$ cat config.mk
export PLATFORM = sky130hd
export DESIGN_NAME = rcd_core
export DESIGN_NICKNAME = d
export VERILOG_FILES = /design/src/pkg/rcd_pkg.sv /design/src/verilog/rcd_core.sv
export SDC_FILE = /design/constraint.sdc
export NUM_CORES = 1
export LEC_CHECK = 0
export BUFFER_PORTS_ARGS = -buffer_cell sky130_fd_sc_hd__buf_2
export CORE_MARGIN = 4
export CORE_UTILIZATION = 60
export CTS_BUF_LIST = sky130_fd_sc_hd__clkbuf_8
export DETAILED_ROUTE_END_ITERATION = 6
export GPL_ROUTABILITY_DRIVEN = 0
export PLACE_DENSITY_LB_ADDON = 0.1
export SLEW_MARGIN = 20
export SYNTH_ARGS = -nofsm -noshare
export SYNTH_HDL_FRONTEND = slang
export SYNTH_SLANG_ARGS = --single-unit
$ cat constraint.sdc
create_clock -name clk_i -period 6.8 [get_ports clk_i]
set_clock_uncertainty 0.2 [all_clocks]
set_input_delay 0.68 -clock clk_i [delete_from_list [all_inputs] [get_ports clk_i]]
set_output_delay 0.68 -clock clk_i [all_outputs]
set_load 0.1 [all_outputs]
$ cat src/pkg/rcd_pkg.sv
`default_nettype none
package rcd_pkg;
  localparam int PC_W        = 10;
  localparam int IW          = 12;
  localparam int DW          = 8;
  localparam int PINS        = 6;
  localparam int CYC_NS_REF  = 1000;
  localparam int REF_MHZ     = 4;
  localparam int CYC_CLKS    = CYC_NS_REF * REF_MHZ / 1000;
  localparam logic [11:0] NOP_OP   = 12'h000;
  localparam logic [4:0]  A_IND    = 5'h00;
  localparam logic [4:0]  A_TMR    = 5'h01;
  localparam logic [4:0]  A_PCL    = 5'h02;
  localparam logic [4:0]  A_STAT   = 5'h03;
  localparam logic [4:0]  A_FSR    = 5'h04;
  localparam logic [4:0]  A_PORT   = 5'h06;
  localparam int ST_C        = 0;
  localparam int ST_DC       = 1;
  localparam int ST_Z        = 2;
  localparam int OPT_TCS     = 5;
  localparam int OPT_PULL_N  = 6;
  localparam int OPT_WAKE_N  = 7;
  localparam logic [7:0]  STAT_RST = 8'h18;
  localparam logic [7:0]  OPT_RST  = 8'hff;
  localparam logic [5:0]  DIR_RST  = 6'h3f;
  localparam logic [9:0]  PC_RST   = 10'h3ff;
  localparam logic [3:0]  WB_CFG   = 4'h0;
  localparam logic [3:0]  WB_CORE  = 4'h4;
  localparam logic [3:0]  WB_PINS  = 4'h8;
  localparam int CFG_MASTER_CLEAR_N    = 2;
  localparam int CFG_PROG    = 3;
  localparam logic [3:0]  CFG_RST  = 4'h2;
  typedef enum logic [1:0] {
    OSC_LP    = 2'b00,
    OSC_XT    = 2'b01,
    OSC_INTRC = 2'b10,
    OSC_EXTRC = 2'b11
  } rcd_osc_e;
  typedef enum logic {RUN = 1'b0, SLEEP = 1'b1} rcd_run_e;
  typedef struct packed {
    logic       c;
    logic       dc;
    logic [7:0] v;
  } rcd_alu_s;
  typedef struct packed {
    logic [5:0] out;
    logic [5:0] oe;
    logic [5:0] pull;
  } rcd_pin_s;
endpackage : rcd_pkg
`default_nettype wire

$ cat src/verilog/rcd_core.sv
`timescale 1ns/1ps
`default_nettype none
////////////////////////////////////////////////////////////////////////
module rcd_core (
  input  wire logic                clk_i,
  input  wire logic                rst_i,
  input  wire logic                wb_cyc_i,
  input  wire logic                wb_stb_i,
  input  wire logic                wb_we_i,
  input  wire logic [3:0]          wb_adr_i,
  input  wire logic [3:0]          wb_sel_i,
  input  wire logic [31:0]         wb_dat_i,
  output logic      [31:0]         wb_dat_o,
  output logic                     wb_ack_o,
  output logic      [rcd_pkg::PC_W-1:0] pmem_addr_o,
  input  wire logic [rcd_pkg::IW-1:0]   pmem_data_i,
  input  wire logic [5:0]          pin_i,
  output var rcd_pkg::rcd_pin_s    pins_o,
  output logic                     schmitt_o,
  output logic                     sleeping_o
);
  import rcd_pkg::*;

  ////////////////////////////////////////////////////////////////////
  logic [1:0]  ph_r;
  logic [5:0]  s1_r, s2_r;
  logic [3:0]  cfg_r;
  logic [9:0]  pc_r, stk0_r, stk1_r;
  logic [11:0] ir_r;
  logic [7:0]  w_r, stat_r, fsr_r, opt_r, tmr_r;
  logic [5:0]  dir_r, lat_r, wake_ref_r;
  logic        t2_r, flush_r;
  logic [7:0]  ram_r [0:31];
  rcd_run_e    run_r;
  rcd_osc_e    osc;

  // Phase pulses
  // four phase divider
  wire q1 = (ph_r == 2'd0);
  wire q4 = (ph_r == 2'(CYC_CLKS - 1));
  always_ff @(posedge clk_i) begin
    if (rst_i) ph_r <= 2'd0;
    else ph_r <= ph_r + 2'd1;
  end

  // Only s2_r is looked at
  always_ff @(posedge clk_i) begin
    s1_r <= pin_i;
    s2_r <= s1_r;
  end

  assign osc = rcd_osc_e'(cfg_r[1:0]);
  wire master_clear_n_hit = cfg_r[CFG_MASTER_CLEAR_N] & ~s2_r[3];
  wire core_rst = rst_i | master_clear_n_hit;
  wire run = (run_r == RUN);
  wire ex = q4 & run;

  ////////////////////////////////////////////////////////////////////
  // Operand fetch
  // indirect through pointer
  wire [4:0] fa = (ir_r[4:0] == A_IND) ? fsr_r[4:0] : ir_r[4:0];
  // Counter runs two words ahead of the executing word
  wire [9:0] pc_ex = pc_r - 10'd1;
  logic [7:0] fv;
  always_comb begin
    fv = ram_r[fa];
    case (fa)
      A_IND:  fv = 8'h00;
      A_TMR:  fv = tmr_r;
      A_PCL:  fv = pc_ex[7:0];
      A_STAT: fv = stat_r;
      A_FSR:  fv = fsr_r;
      A_PORT: fv = {2'b00, s2_r};
      default: fv = ram_r[fa];
    endcase
  end

  function automatic rcd_alu_s add8(input logic [7:0] a, input logic [7:0] b,
                                    input logic ci);
    logic [8:0] s;
    logic [4:0] n;
    s = {1'b0, a} + {1'b0, b} + {8'h00, ci};
    n = {1'b0, a[3:0]} + {1'b0, b[3:0]} + {4'h0, ci};
    return '{c: s[8], dc: n[4], v: s[7:0]};
  endfunction : add8

  ////////////////////////////////////////////////////////////////////
  // Decode and ALU
  wire [1:0] grp = ir_r[11:10];
  wire [3:0] sub = ir_r[9:6];
  wire [7:0] k8 = ir_r[7:0];
  wire [7:0] bm = 8'h01 << ir_r[7:5];
  wire rcd_alu_s sum = add8(fv, w_r, 1'b0);
  wire rcd_alu_s dif = add8(fv, ~w_r, 1'b1);
  logic [7:0] res;
  logic wf, ww, uz, uc, udc, cn, dcn, skp, jmp, psh, pop, slp, wo, wd;
  logic [9:0] jpc;
  // working register with file or literal
  always_comb begin
    res = fv; wf = 1'b0; ww = 1'b0; uz = 1'b0; uc = 1'b0; udc = 1'b0;
    cn = stat_r[ST_C]; dcn = stat_r[ST_DC]; skp = 1'b0; jmp = 1'b0;
    psh = 1'b0; pop = 1'b0; slp = 1'b0; wo = 1'b0; wd = 1'b0;
    jpc = pc_r;
    if (grp == 2'b00) begin
      wf = ir_r[5];
      ww = ~ir_r[5];
      uz = 1'b1;
      unique case (sub)
        4'h0: begin
          uz = 1'b0; ww = 1'b0; res = w_r;
          slp = (ir_r[5:0] == 6'h03);
          wo = (ir_r[5:0] == 6'h02);
          wd = (ir_r[5:0] == 6'h06);
        end
        4'h1: res = 8'h00;
        4'h2: begin res = dif.v; uc = 1'b1; udc = 1'b1;
          cn = dif.c; dcn = dif.dc; end
        4'h3, 4'hb: res = fv - 8'h01;
        4'h4: res = fv | w_r;
        4'h5: res = fv & w_r;
        4'h6: res = fv ^ w_r;
        4'h7: begin res = sum.v; uc = 1'b1; udc = 1'b1;
          cn = sum.c; dcn = sum.dc; end
        4'h8: res = fv;
        4'h9: res = ~fv;
        4'ha, 4'hf: res = fv + 8'h01;
        4'hc: begin res = {stat_r[ST_C], fv[7:1]}; uc = 1'b1;
          cn = fv[0]; end
        4'hd: begin res = {fv[6:0], stat_r[ST_C]}; uc = 1'b1;
          cn = fv[7]; end
        4'he: res = {fv[3:0], fv[7:4]};
      endcase
      if (sub == 4'hb || sub == 4'hf || sub >= 4'hc) uz = 1'b0;
      skp = (sub == 4'hb || sub == 4'hf) && (res == 8'h00);
    end else if (grp == 2'b01) begin
      unique case (ir_r[9:8])
        2'b00: begin res = fv & ~bm; wf = 1'b1; end
        2'b01: begin res = fv | bm; wf = 1'b1; end
        2'b10: skp = ((fv & bm) == 8'h00);
        2'b11: skp = ((fv & bm) != 8'h00);
      endcase
    end else if (grp == 2'b10) begin
      jmp = 1'b1;
      unique case (ir_r[9:8])
        2'b00: begin res = k8; ww = 1'b1; pop = 1'b1; jpc = stk0_r; end
        2'b01: begin psh = 1'b1; jpc = {2'b00, k8}; end
        default: jpc = {1'b0, ir_r[8:0]};
      endcase
    end else begin
      ww = 1'b1;
      uz = (ir_r[9:8] != 2'b00);
      unique case (ir_r[9:8])
        2'b00: res = k8;
        2'b01: res = k8 | w_r;
        2'b10: res = k8 & w_r;
        2'b11: res = k8 ^ w_r;
      endcase
    end
    if (wf && fa == A_PCL) begin
      jmp = 1'b1;
      jpc = {pc_ex[9], 1'b0, res};
    end
  end

  ////////////////////////////////////////////////////////////////////
  // Execute and fetch
  wire [7:0] st_w = (wf && fa == A_STAT) ? res : stat_r;
  wire z_nx = uz ? (res == 8'h00) : st_w[ST_Z];
  wire [7:0] stat_nxt = {st_w[7:3], z_nx, udc ? dcn : st_w[ST_DC],
                         uc ? cn : st_w[ST_C]};
  wire t2_rise = s2_r[2] & ~t2_r;
  wire tmr_tick = opt_r[OPT_TCS] ? t2_rise : q4;
  wire wake = ~opt_r[OPT_WAKE_N] &&
              ({s2_r[3], s2_r[1:0]} != {wake_ref_r[3], wake_ref_r[1:0]});
  wire do_ex = ex & ~flush_r;

  always_ff @(posedge clk_i) begin
    if (core_rst) begin
      pc_r <= PC_RST; pmem_addr_o <= PC_RST; ir_r <= NOP_OP;
      flush_r <= 1'b1; w_r <= 8'h00; stat_r <= STAT_RST;
      fsr_r <= 8'h00; opt_r <= OPT_RST; dir_r <= DIR_RST;
      lat_r <= 6'h00; stk0_r <= 10'h000; stk1_r <= 10'h000;
      run_r <= RUN; wake_ref_r <= 6'h00;
    end else begin
      if (q1 && run) begin
        pmem_addr_o <= pc_r;
        pc_r <= pc_r + 10'd1;
      end
      if (ex) begin
        ir_r <= pmem_data_i;
        flush_r <= 1'b0;
      end
      if (do_ex) begin
        stat_r <= stat_nxt;
        if (ww) w_r <= res;
        if (wf && fa == A_FSR) fsr_r <= res;
        if (wf && fa == A_PORT) lat_r <= res[5:0];
        if (wo) opt_r <= w_r;
        if (wd) dir_r <= w_r[5:0];
        if (jmp || skp) flush_r <= 1'b1;
        if (jmp) pc_r <= jpc;
        if (psh) begin
          stk0_r <= pc_ex;
          stk1_r <= stk0_r;
        end
        if (pop) stk0_r <= stk1_r;
        if (slp) begin
          run_r <= SLEEP;
          wake_ref_r <= s2_r;
        end
      end
      if (run_r == SLEEP && wake) run_r <= RUN;
    end
  end

  always_ff @(posedge clk_i) begin
    if (do_ex && wf && fa > A_PORT) ram_r[fa] <= res;
  end

  always_ff @(posedge clk_i) begin
    t2_r <= s2_r[2];
    if (core_rst) tmr_r <= 8'h00;
    else if (do_ex && wf && fa == A_TMR) tmr_r <= res;
    else if (tmr_tick) tmr_r <= tmr_r + 8'h01;
  end

  ////////////////////////////////////////////////////////////////////
  // Pin functions
  wire xtal = (osc == OSC_XT) || (osc == OSC_LP);
  wire [5:0] gp_en = {osc == OSC_INTRC, ~xtal, 1'b0,
                      ~opt_r[OPT_TCS], 2'b11};
  wire pu = ~opt_r[OPT_PULL_N];
  rcd_pin_s pins_nxt;
  wire [5:0] oe_nxt = gp_en & ~dir_r;
  wire [5:0] pull_nxt = {2'b00, pu | cfg_r[CFG_MASTER_CLEAR_N], 1'b0, pu, pu};
  assign pins_nxt = '{out: lat_r, oe: oe_nxt, pull: pull_nxt};

  always_ff @(posedge clk_i) begin
    if (rst_i) begin
      pins_o <= '0;
      schmitt_o <= 1'b0;
      sleeping_o <= 1'b0;
    end else begin
      pins_o <= pins_nxt;
      schmitt_o <= cfg_r[CFG_PROG];
      sleeping_o <= (run_r == SLEEP);
    end
  end

  ////////////////////////////////////////////////////////////////////
  // Wishbone slave, one wait state
  wire wb_req = wb_cyc_i & wb_stb_i & ~wb_ack_o;
  wire wb_wcfg = wb_req & wb_we_i & wb_sel_i[0] & (wb_adr_i == WB_CFG);
  wire [31:0] rd_core = {5'h00, run_r == SLEEP, pc_r, stat_r, w_r};
  wire [31:0] rd_pins = {10'h000, pins_o.oe, 2'b00, pins_o.out, 2'b00, s2_r};
  wire [31:0] rd_mux = (wb_adr_i == WB_CFG)  ? {28'h0000000, cfg_r} :
                       (wb_adr_i == WB_CORE) ? rd_core :
                       (wb_adr_i == WB_PINS) ? rd_pins : 32'h00000000;

  always_ff @(posedge clk_i) begin
    if (rst_i) begin
      cfg_r <= CFG_RST;
      wb_ack_o <= 1'b0;
      wb_dat_o <= 32'h00000000;
    end else begin
      wb_ack_o <= wb_req;
      if (wb_req) wb_dat_o <= rd_mux;
      if (wb_wcfg) cfg_r <= wb_dat_i[3:0];
    end
  end

  ////////////////////////////////////////////////////////////////////
  phase_cycle_a: assert property (@(posedge clk_i) disable iff (rst_i)
    q1 |=> !q1 [*3] ##1 q1) else $error("phase period wrong");
  word_latch_a: assert property (@(posedge clk_i) disable iff (core_rst)
    ex |=> ir_r == $past(pmem_data_i)) else $error("fetch word lost");
  fetch_addr_a: assert property (@(posedge clk_i) disable iff (core_rst)
    (q1 && run) |=> pmem_addr_o == pc_r - 10'd1) else $error("fetch address");
  flush_br_a: assert property (@(posedge clk_i) disable iff (core_rst)
    (do_ex && jmp) |=> flush_r ##3 !do_ex) else $error("prefetch kept");
  zero_flag_a: assert property (@(posedge clk_i) disable iff (core_rst)
    (do_ex && uz) |=> stat_r[ST_Z] == ($past(res) == 8'h00))
    else $error("zero flag");
  sub_borrow_a: assert property (@(posedge clk_i) disable iff (core_rst)
    (do_ex && grp == 2'b00 && sub == 4'h2 && !(wf && fa == A_STAT)) |=>
    stat_r[ST_C] == ($past(fv) >= $past(w_r))) else $error("borrow");
  master_clear_n_reset_a: assert property (@(posedge clk_i) disable iff (rst_i)
    master_clear_n_hit |=> pc_r == PC_RST && ir_r == NOP_OP) else $error("master_clear_n");
  xtal_pin_a: assert property (@(posedge clk_i) disable iff (rst_i)
    xtal |=> !pins_o.oe[4]) else $error("pin 4 driven");
  osc_pin_a: assert property (@(posedge clk_i) disable iff (rst_i)
    (osc != OSC_INTRC) |=> !pins_o.oe[5]) else $error("pin 5 driven");
  master_clear_n_pull_a: assert property (@(posedge clk_i) disable iff (rst_i)
    cfg_r[CFG_MASTER_CLEAR_N] |=> pins_o.pull[3] && !pins_o.oe[3]) else $error("pull");
  prog_st_a: assert property (@(posedge clk_i) disable iff (rst_i)
    cfg_r[CFG_PROG] |=> schmitt_o) else $error("schmitt");
  w_write_a: assert property (@(posedge clk_i) disable iff (core_rst)
    (do_ex && ww) |=> w_r == $past(res)) else $error("working register");
  pin3_in_a: assert property (@(posedge clk_i) disable iff (rst_i)
    !pins_o.oe[3]) else $error("pin 3 driven");
  call_push_a: assert property (@(posedge clk_i) disable iff (core_rst)
    (do_ex && psh) |=> stk0_r == $past(pmem_addr_o)) else $error("return address");
endmodule : rcd_core
`default_nettype wire

# After elaboration in Yosys (flattened, before gate mapping)
# Memory sizes are Yosys's and may differ from the RTL's.
# Index checks and enable logic that the tools add are counted.
totals:
  ff_bits: 182
  mem_bits_rw: 256
  inputBits: 63
  word_cells: 251
  memories: 1
memory_table:
  columns: ["name", "depth", "word_bits", "rd", "rd_ports_with_merged_regs", "wr", "line", "rtl"]
  rows:
  - ["ram_r", 32, 8, 1, 0, 1, "rcd_core.sv:33", "logic [7:0] ram_r [0:31];"]
op_classes:
  n_addsub: 12
  magnitude_cmp: 2
  n_eq_ne: 41
  shift: 1
  mux: 76
  bitwise_logic: 35
  reduce_logical: 52
op_table:
  columns: ["op", "count"]
  rows:
  - ["$pmux 8 s14", 1]
  - ["$mux 10", 9]
  - ["$mux 8", 7]
  - ["$mux 27", 2]
  - ["$pmux 8 s6", 1]
  - ["$mux 1", 47]
  - ["$eq 4x4->1 const B", 9]
  - ["$and 8x8->8", 4]
  - ["$pmux 8 s4", 1]
  - ["$logic_not 8->1", 3]
  - ["$not 8->8", 3]
  - ["$or 8x8->8", 3]
  - ["$mux 22", 1]
  - ["$eq 4x3->1 const B", 5]
  - ["$pmux 10 s2", 1]
  - ["$reduce_and 2->1", 10]
  - ["$add 8x8->9", 2]
  - ["$add 8x1->8 const B", 2]
  - ["$pmux 8 s2", 1]
  - ["$xor 8x8->8", 2]
  - ["$eq 6x2->1 const B", 2]
  - ["$reduce_bool 2->1", 6]
  - ["$logic_and 1x1->1", 11]
  - ["$add 10x1->10 const B", 1]
  - ["other kinds (41)", 85]

# Depth between registers and ports, before layout
# Gate-level depths: netlist of the first run.
logic_depth:
  ltp_word: 14
  mapped_depth: 24
  mapped_depth_nobuf: 20

# Least setup slack after synthesis of the first run
# OpenSTA, ideal clock, no wires.
synth_path:
  path_kind: "register to register"
  from: "register ir_r[3]"
  to: "memory ram_r[10][7] (data pin)"
  setup_time_ns: 0.329
  arrival_time_ns: 4.884
  required_time_ns: 6.271
  slack_ns: 1.387
  stages_incl_launch_ff: 21
  n_path_buf: 3
  path_cell_list: "dfxtp_1 -> buf_2 -> nor4_1 -> a21oi_1 -> buf_2 -> buf_1 -> a221oi_1 -> o21ai_0 -> nand4_1 -> o21ai_0 -> ha_1 -> inv_1 -> a21oi_1 -> o311ai_0 -> a21oi_1 -> o31ai_1 -> mux2i_1 -> a211o_1 -> o32a_1 -> a211oi_4 -> nor2_1"
synth_via:
  elab_chain_len: 9
  word_cells_on_any_way: 28
  classes_between: "add/sub (5); eq/ne (5); mux (9); bitwise (6); reduce/logical (2); memory (1)"
synth_lines:
  columns: ["element", "line", "rtl"]
  rows:
  - ["start: declaration", "rcd_core.sv:29", "logic [11:0] ir_r;"]
  - ["start signal: assignment", "rcd_core.sv:190", "ir_r <= pmem_data_i;"]
  - ["$logic_not 5->1", "rcd_core.sv:61", "wire [4:0] fa = (ir_r[4:0] == A_IND) ? fsr_r[4:0] : ir_r[4:0];"]
  - ["$mux 5 *", "rcd_core.sv:61", null]
  - ["$mem_v2 32x8, or another cell as far along", null, null]
  - ["$pmux 8 s6 *", "rcd_core.sv:67", "case (fa)"]
  - ["$add 8x8->9", "rcd_core.sv:82", "s = {1'b0, a} + {1'b0, b} + {8'h00, ci};"]
  - ["$add 9x1->9", "rcd_core.sv:82", null]
  - ["$pmux 8 s14", "rcd_core.sv:108", "unique case (sub)"]
  - ["$mux 8", "rcd_core.sv:104", "if (grp == 2'b00) begin"]
  - ["$mux 8 *", "rcd_core.sv:104", null]
  - ["via res[7]", "rcd_core.sv:95", "logic [7:0] res;"]
  - ["end: declaration", "rcd_core.sv:33", null]
# The timed path passes the listed nets; every way through them passes the cells marked *. The select of a mux whose other input is x is not followed.

# Final worst setup path of the first run
layout_path:
  from: "register ir_r[0]"
  to: "memory ram_r[8][6] (data pin)"
# The elaborated chain is that of the path after synthesis.

==> metrics.yaml, run 1 <==
sta:
  timing.fmax_ghz: 0.152
  whs_ns: 0.0736
  fin_crit_ns: 6.58
  period_share: 0.968
  worst_pin_slew_ns: 1.16
  grt_setup_unrepaired: "no"
  finalHoldViolCount: 0
  maxSlewViolCount: 0
  finalSetupViolations: 0
  setup_tns_ns: 0
  timing.slew.headroom: 0.224
yosys:
  yosys.area.top_type: "edfxtp_1"
  yosysWarnings: 0
  syn_area_sq_um: 19100
  synth.area.top_cells: "edfxtp_1 34%, dfxtp_1 17%, nand2_1 4.3%"
  synth.top_cell.area_share: 0.345
  postSynthCellCount: 1923
  avgSynthCellArea_sq_um: 9.96
  synthFlopType: "edfxtp_1"
  synth_edf_count: 220
  async_flop_share: 0
  seq_area_frac_synth: 0.517
  ys_types: 91
  synth-seq-cells: 385
critical_path:
  critPathMaxFanout: 38
  cp.depth: 20
  critical-path-max-stage-delay_ns: 0.77
  critPathLaunchType: "register"
  r2r_cells: 20
  critical_path.slowest_cell: "or4_1"
  crit_required_ns: 6.95
  timing_worst_setup_path_type: "register to register"
  end_kind: "register"
  cp_top_family: "compound AO/OA/AOI/OAI gates"
  critPathBufInv: 4
  crit_chain: "or4_1 -> o21ai_4 -> buf_12 -> mux2i_1 -> mux2i_1 -> o211ai_1 -> o21ai_1 -> buf_4 -> fa_1 -> a21o_1 -> a21oi_1 -> o21bai_1 -> a21oi_1 -> xor2_1 -> o22ai_1 -> a2111oi_0 -> and3_1 -> o21a_1 -> inv_1 -> buf_12"
  worstPathArrival_ns: 6.73
cells_and_area:
  final-instance-count-excl-fill: 2472
  antenna_cells: 0
  nets: 2143
  drive_gt1_frac: 0.134
  syn_to_final_growth_pct: 11.8
power_and_ir_drop:
  power.internal_w: 0.00376
  powerDensity_nw_per_um2: 246
  peakVddDrop_uv: 188
  switching_power_w: 0.00151
  swShare: 0.286
  power.total_w: 0.00527
  p_leak_nw: 7.82
  seqPwrFrac: 0.495
  comb_power_share: 0.154
  clockPowerShare: 0.351
drt:
  routed.top_layer: "met5"
  ant_nets: 0
  first_iter_violations: 1884
  routedWlPerCell_um: 23.0
  drt-total-wl_um: 56900
  post-route-drc-count: 2
  wl_met1_um: 22000
  wl_met2_um: 26100
  vias: 16000
  wl_met3_um: 5190
  viasPerCell: 6.49
  dr.pass1.iters: 7
floorplanning:
  dieArea_sq_um: 34800
  die_h_um: 187
  fp.coreArea_sq_um: 31600
  start_util: 0.607
  rows: 65
  io_pins: 126
  die_x_um: 187
global_route:
  grt_pass1_wl_um: 89400
  grt_usage: 0.319
  grt_max_degree: 72
  antenna_found_initial: 1
  grt_pass1_vias: 15700
  gr-total-overflow: 0
placement:
  io_buffers: 85
  placed_cells: 2357
  dp_hpwl_um: 38500
clocking:
  cts_root_buffer: "clkbuf_8"
  h-tree-depth: 2
  cts_tree: "built"
  clock_latency_ns: 0.62
  clk_path_buf_depth: 3
  post-cts-setup-buffer-count: 0
  cts_buffers: 60
  clock_sinks: 385
  clkTransAtPathRegs_ns: 0.06
job:
  cap_violations: 0
min_path:
  hp-class: "primary input to register"
  holdPathStages: 2
status:
  outcome: "finished, violations left"
  violations: "design-rule violations"
-- cells in the mapped netlist (5+ instances only) --
library cell / n
ha_1: 53
xor2_1: 14
a211o_1: 5
dfxtp_1: 165
a21oi_1: 130
o21ai_0: 87
o211ai_1: 12
nand2_1: 220
and2_1: 9
o211a_1: 6
nor4_1: 5
nand2b_1: 10
inv_1: 57
nor2_1: 172
nand4_1: 16
a211oi_1: 47
nor2b_1: 81
edfxtp_1: 220
buf_4: 17
a22oi_1: 25
o21ai_1: 5
nand3_1: 48
a31oi_1: 19
o31ai_1: 10
mux2i_1: 47
buf_1: 11
nor3_1: 49
a221oi_1: 79
buf_2: 15
o21a_1: 8
clkbuf_1: 96
xnor2_1: 24
and3_1: 9
a21o_1: 8
o22ai_1: 18
o221ai_1: 11
or2_2: 7
-- registers in the layout, summed over array words and instances (netlist names), 4 cells and up --
| name | flops |
|---|---|
| stk1_r | 10 |
| pmem_addr_o | 10 |
| pc_r | 10 |
| s2_r | 6 |
| dir_r | 5 |
| ir_r | 12 |
| fsr_r | 8 |
| cfg_r | 4 |
| tmr_r | 8 |
| stat_r | 8 |
| ram_r | 220 |
| stk0_r | 10 |
| s1_r | 6 |
| w_r | 8 |
| wb_dat_o | 27 |
| lat_r | 6 |
| pins_o | 13 |
-- final timing paths --
path / slack, ns / end / start
setup / recovery: 0.22 / ram_r[8][6] / ir_r[0]
hold / removal: 0.07 / cfg_r[1] / wb_dat_i[1]
setup reg to reg: 0.22 / ram_r[8][6] / ir_r[0]
hold reg to reg: 0.13 / s2_r[1] / s1_r[1]
-- power groups by stage --
stage	combinational [W]	sequential (W)	clock, W
after floorplan	0.000482	0.00271	0
after CTS	0.000796	0.00261	0.00188
after global routing	0.000868	0.00261	0.00199
final	0.000811	0.00261	0.00185
after global placement	0.000776	0.00265	0
after detailed placement	0.000788	0.00266	0
-- layout make-up --
cell class	count	area, sq um
well taps	402	503
fillers	2489	10200
repair buffers	152	1060
inverters	58	218
clock buffers	69	950
flip-flops and latches	385	9910
clock inverters	39	205
multi-input cells	1367	8560
-- layer usage --
metal	up-vias	global-route usage
met5	-	0
met4	2	0.180
met3	238	0.0602
met2	889	0.507
met1	7636	0.414
li1	7280	-
-- per-stage QoR --
step / util / setup WS, ns / area, sq um
floorplan: - / 1.39 / 19300
global placement: 0.639 / 0.549 / 20200
detailed placement: 0.639 / 0.348 / 20200
CTS: 0.678 / 0.356 / 21400
global route: 0.678 / 0.0421 / 21400
finish: 0.678 / 0.218 / 21400
-- logic make-up (layout without fill, tap and decap cells) --
group,after synthesis,count (layout),share of synthesized area
buf+inv,200,318,0.0444
fa+ha+maj,56,56,0.0378
other cells,1,29,0.000196
compound gates,541,542,0.196
flops,385,385,0.517
mux,52,52,0.0287
simple gates,650,650,0.158
xor+xnor,38,38,0.0174
-- cells in the final DEF, fill, tap and decap left out, drive strengths merged, types with 10 or more instances in the layout --
master and n:
xor2 14, a21oi 132, mux2i 47, inv 76, o221ai 11, dfxtp 165
conb 29, nor3 50, clkbuf 69, ha 53, nand3 48, a221oi 79
a22oi 25, nand2 220, xnor2 24, nand2b 10, o21ai 95, nor2 175
o31ai 12, o22ai 19, a211oi 49, o211ai 12, nand4 16, edfxtp 220
clkinv 18, nor2b 81, buf 146, a31oi 22
-- timing repair --
action | CTS | global route
hold buffers | 6 | 0
resized for setup | 0 | 1
endpoints found under the hold margin | 6 | 0
setup endpoints to repair | 0 | 34
Power figures use the tool's default switching activity.
==> run 2: changes to the inputs <==
==> constraint.sdc (replaced) <==
create_clock -name clk_i -period 7.75 [get_ports clk_i]
set_clock_uncertainty 0.2 [all_clocks]
set_input_delay 0.775 -clock clk_i [delete_from_list [all_inputs] [get_ports clk_i]]
set_output_delay 0.775 -clock clk_i [all_outputs]
set_load 0.1 [all_outputs]
==> metrics.yaml, run 2 (synthesized netlist as in run 1, its figures left out) <==
cells_and_area:
  nets: 2124  # -0.89%
  seq_area_sq_um: 9910  # unchanged
  final_cell_area_sq_um: 21300  # -0.62%
  multi_input_area_sq_um: 8540  # -0.20%
  largest_reg_flops: 220  # unchanged
  syn_to_final_growth_pct: 11.1
  drive_gt1_frac: 0.130  # -0.00461
  mostFrequentLayoutCells: "220 x edfxtp_1, 219 x nand2_1, 171 x nor2_1"
  largestRegisters: "ram_r: 220 flops, wb_dat_o: 27 flops, pins_o: 13 flops"
  final_common_cell: "edfxtp_1"
  antenna_cells: 0  # unchanged
  fill_cells: 2446  # -1.7%
  largest_register: "ram_r"
floorplanning:
  start_util: 0.607  # unchanged
  dieArea_sq_um: 34800  # unchanged
  fp.coreArea_sq_um: 31600  # unchanged
  io_pins: 126  # unchanged
  die_h_um: 187  # unchanged
  die_x_um: 187  # unchanged
  rows: 65  # unchanged
sta:
  maxSlewViolCount: 0  # unchanged
  fin_crit_ns: 7.44  # +0.861 ns
  timing.fmax_ghz: 0.134  # -12%
  timing.slew.headroom: 0.223  # -0.00151
  finalSetupViolations: 0  # unchanged
  whs_ns: 0.0360  # -0.0376 ns
  setup_tns_ns: 0  # unchanged
  finalHoldViolCount: 0  # unchanged
  period_share: 0.960  # -0.00751
  worst_pin_slew_ns: 1.16  # +0.00225 ns
  grt_setup_unrepaired: "no"
critical_path:
  cp_top_family: "compound AO/OA/AOI/OAI gates"
  timing_worst_setup_path_type: "register to register"
  end_kind: "register"
  critical_path.slowest_cell: "clkinv_1"
  worstPathArrival_ns: 7.27  # +0.54 ns
  critPathMaxFanout: 32  # -16%
  crit_required_ns: 7.58  # +0.63 ns
  critPathBufInv: 2  # -2
  cp-startpoint: "ir_r[3]"
  reg2reg_from: "ir_r[3]"
  critPathLaunchType: "register"
  critical-path-max-stage-delay_ns: 0.83  # +0.06 ns
  crit_chain: "or4_1 -> o21ai_4 -> buf_4 -> nand2_1 -> a31oi_1 -> o21ai_0 -> a31oi_2 -> ha_1 -> o21bai_1 -> a21oi_1 -> o21bai_1 -> a21oi_1 -> xor2_1 -> o22ai_1 -> a2111oi_0 -> and3_1 -> o21a_1 -> clkinv_1"
clocking:
  cts_buffers: 60  # unchanged
  post-cts-setup-buffer-count: 0  # unchanged
  cts_tree: "built"
  clkTransAtPathRegs_ns: 0.06  # about the same
  cts_hold_buf: 0  # -6
  cts.repair.resized: 0  # unchanged
  h-tree-depth: 2  # unchanged
  clk_path_buf_depth: 3  # unchanged
  clock_sinks: 385  # unchanged
  cts_root_buffer: "clkbuf_8"
  clock_latency_ns: 0.65  # +0.03 ns
global_route:
  antenna_found_initial: 0  # -1
  grt_usage: 0.314  # -0.00520
  gr-total-overflow: 0  # unchanged
  grt_pass1_vias: 15200  # -3.0%
  grt_max_degree: 72  # unchanged
  grt_pass1_wl_um: 87500  # -2.1%
drt:
  ant_nets: 0  # unchanged
  post-route-drc-count: 0  # -2
  routedWlPerCell_um: 23.1  # +0.31%
  first_iter_violations: 1989  # +5.6%
  vias: 15900  # -0.92%
  dr.pass1.iters: 6  # -1
  viasPerCell: 6.48  # -0.15%
  drt-total-wl_um: 56600  # -0.46%
job:
  cap_violations: 0  # unchanged
power_and_ir_drop:
  p_leak_nw: 7.74  # -1.1%
  powerDensity_nw_per_um2: 224  # -8.8%
  peakVddDrop_uv: 175  # -6.6%
placement:
  io_buffers: 85  # unchanged
  dp_hpwl_um: 38000  # -1.2%
  dpl_cell_area_sq_um: 20000  # -0.82%
min_path:
  hold_path.startpoint: "pin_i[5]"
  hp-class: "primary input to register"
status:
  outcome: "completed"
## run 2: stage by stage
stage	utilization	power, W	cells	setup WS [ns]
2_1_floorplan	-	0.00280	1951	2.34
3_3_place_gp	0.634	0.00298	2345	1.04
3_5_place_dp	0.634	0.00300	2345	1.01
4_1_cts	0.674	0.00477	2453	0.930
5_1_grt	0.674	0.00494	2453	0.0129
6_report	0.674	0.00477	2453	0.307
## run 2: layer usage
layer | up-vias | GRT usage | part of all wire
met4 | 0 | 0.148 | 0.053
met3 | 196 | 0.0658 | 0.087
met5 | - | 0 | 0
li1 | 7249 | - | -
met2 | 907 | 0.508 | 0.47
met1 | 7545 | 0.408 | 0.39
## run 2: worst paths after layout
path	end	cells past startpoint	slack [ns]
hold / removal	s1_r[5]	1	0.04
setup reg to reg	ram_r[16][6]	18	0.31
setup / recovery	ram_r[16][6]	18	0.31
hold reg to reg	s2_r[1]	0	0.13
## run 2: power by group
part	switching, W	internal [W]
combinational	0.000484	0.000199
sequential	0.0000546	0.00224
clock	0.000823	0.000977
total	0.00136	0.00341
## run 2: final cells by class
type | instances | area share
Multi-Input combinational cell | 1366 | 0.402
Tap cell | 402 | 0.0236
Sequential cell | 385 | 0.466
Clock inverter | 40 | 0.0155
Inverter | 58 | 0.0102
Clock buffer | 68 | 0.0440
Timing Repair Buffer | 134 | 0.0391
==> run 3: changes to the inputs <==
--- a/config.mk
+++ b/config.mk
@@ -8,7 +8,6 @@
 export BUFFER_PORTS_ARGS = -buffer_cell sky130_fd_sc_hd__buf_2
 export CORE_MARGIN = 4
 export CORE_UTILIZATION = 60
-export CTS_BUF_LIST = sky130_fd_sc_hd__clkbuf_8
 export DETAILED_ROUTE_END_ITERATION = 6
 export GPL_ROUTABILITY_DRIVEN = 0
 export PLACE_DENSITY_LB_ADDON = 0.1
==> metrics.yaml, run 3 (synthesized netlist as in run 1, its figures left out) <==
power_and_ir_drop:
  peakVddDrop_uv: 220  # +26%
  seqPwrFrac: 0.458  # -0.022
  swShare: 0.268  # -0.0169
  comb_power_share: 0.137  # -0.006
  power.internal_w: 0.00366  # +7.3%
  clockPowerShare: 0.405  # +0.028
  powerDensity_nw_per_um2: 234  # +4.1%
  p_leak_nw: 7.73  # about the same
  switching_power_w: 0.00134  # -1.4%
placement:
  dpl_cell_area_sq_um: 20000  # unchanged
  dp_hpwl_um: 38000  # unchanged
  dp_slack_ns: 1.01  # unchanged
  io_buffers: 85  # unchanged
drt:
  drt-total-wl_um: 56500  # -0.27%
  wl_met3_um: 5080  # +2.8%
  vias: 15900  # -0.19%
  routedWlPerCell_um: 23.3  # +1.1%
  wl_met2_um: 26300  # -0.86%
  first_iter_violations: 1921  # -3.4%
  wl_met1_um: 21700  # -1.7%
  ant_nets: 0  # unchanged
  routed.top_layer: "met4"
  dr.pass1.iters: 7  # +1
  post-route-drc-count: 0  # unchanged
  viasPerCell: 6.56  # +1.2%
clocking:
  clk_path_buf_depth: 3  # unchanged
  clock_latency_ns: 0.56  # -0.09 ns
  clkTransAtPathRegs_ns: 0.06  # about the same
  cts_tree: "built"
  cts_hold_buf: 0  # unchanged
  cts.repair.resized: 0  # unchanged
  post-cts-setup-buffer-count: 0  # unchanged
  h-tree-depth: 2  # unchanged
  cts_root_buffer: "clkbuf_16"
  cts_buffers: 41  # -32%
  clock_sinks: 385  # unchanged
sta:
  timing.fmax_ghz: 0.135  # +0.78%
  grt_setup_unrepaired: "no"
  worst_pin_slew_ns: 1.14  # -0.0186 ns
  setup_tns_ns: 0  # unchanged
  maxSlewViolCount: 0  # unchanged
  timing.slew.headroom: 0.230  # +0.00719
  whs_ns: 0.126  # +0.0905 ns
  period_share: 0.953  # -0.00740
  finalHoldViolCount: 0  # unchanged
  finalSetupViolations: 0  # unchanged
  fin_crit_ns: 7.39  # -0.0573 ns
  layout_setup_ws_ns: 0.364  # +0.0573 ns
cells_and_area:
  fill_cells: 2426  # -0.82%
  final_cell_area_sq_um: 21400  # +0.68%
  syn_to_final_growth_pct: 11.8
  mostFrequentLayoutCells: "220 x edfxtp_1, 219 x nand2_1, 171 x nor2_1"
  final_common_cell: "edfxtp_1"
  antenna_cells: 0  # unchanged
  largest_reg_flops: 220  # unchanged
  nets: 2105  # -0.89%
  largestRegisters: "ram_r: 220 flops, wb_dat_o: 27 flops, pins_o: 13 flops"
  drive_gt1_frac: 0.118  # -0.0113
  largest_register: "ram_r"
critical_path:
  crit_chain: "or4_1 -> o21ai_4 -> buf_4 -> nand2_1 -> a31oi_1 -> o21ai_0 -> a31oi_2 -> ha_1 -> nor2b_1 -> o21ai_0 -> a21oi_1 -> o21a_1 -> o31ai_1 -> nor2_1 -> a2111oi_0 -> and3_1 -> o21a_1 -> clkinv_1"
  worstPathArrival_ns: 7.15  # -0.12 ns
  critPathMaxFanout: 32  # unchanged
  end_kind: "register"
  cp_top_family: "compound AO/OA/AOI/OAI gates"
  crit_required_ns: 7.52  # -0.06 ns
  critPathLaunchType: "register"
  critical_path.slowest_cell: "clkinv_1"
  critical-path-max-stage-delay_ns: 0.81  # -0.02 ns
  critPathBufInv: 2  # unchanged
  timing_worst_setup_path_type: "register to register"
floorplanning:
  die_h_um: 187  # unchanged
  die_x_um: 187  # unchanged
  rows: 65  # unchanged
  dieArea_sq_um: 34800  # unchanged
  start_util: 0.607  # unchanged
  io_pins: 126  # unchanged
  fp.coreArea_sq_um: 31600  # unchanged
job:
  cap_violations: 0  # unchanged
global_route:
  grt_pass1_vias: 15000  # -1.5%
  grt_max_degree: 72  # unchanged
  grt_pass1_wl_um: 87500  # about the same
  antenna_found_initial: 0  # unchanged
  grt_usage: 0.315  # +0.000730
  gr-total-overflow: 0  # unchanged
status:
  outcome: "completed"
min_path:
  hp-class: "register to register"
[run 3: worst paths after layout]
kind         startpoint           end  slack, ns  cells past startpoint
max             ir_r[3]  ram_r[10][6]       0.36                     18
min reg2reg     s1_r[5]       s2_r[5]       0.13                      0
max reg2reg     ir_r[3]  ram_r[10][6]       0.36                     18
min             s1_r[5]       s2_r[5]       0.13                      0
[run 3: area by class of cell]
| cell class | count | area (sq um) | area share |
|---|---|---|---|
| Tap cell | 402 | 503 | 0.0235 |
| Multi-Input combinational cell | 1366 | 8540 | 0.399 |
| Sequential cell | 385 | 9910 | 0.463 |
| Timing Repair Buffer | 134 | 831 | 0.0388 |
| Inverter | 58 | 218 | 0.0102 |
| Clock buffer | 52 | 1120 | 0.0522 |
| Clock inverter | 23 | 290 | 0.0136 |
[run 3: power groups by stage]
stage	combinational (W)	clock [W]	sequential [W]
3_3_place_gp	0.000653	0	0.00233
2_1_floorplan	0.000423	0	0.00238
3_5_place_dp	0.000665	0	0.00233
5_1_grt	0.000733	0.00214	0.00229
4_1_cts	0.000671	0.00204	0.00229
6_report	0.000686	0.00203	0.00229
[run 3: layer usage]
| metal | vias up | track usage |
|---|---|---|
| met2 | 859 | 0.505 |
| met5 | - | 0 |
| met4 | 0 | 0.155 |
| li1 | 7198 | - |
| met3 | 206 | 0.0602 |
| met1 | 7604 | 0.413 |
[run 3: through the flow]
| stage | utilization | cells | power (W) |
|---|---|---|---|
| floorplan | - | 1951 | 0.00280 |
| global placement | 0.634 | 2345 | 0.00298 |
| detailed placement | 0.634 | 2345 | 0.00300 |
| CTS | 0.679 | 2420 | 0.00500 |
| global route | 0.679 | 2420 | 0.00517 |
| finish | 0.679 | 2420 | 0.00501 |
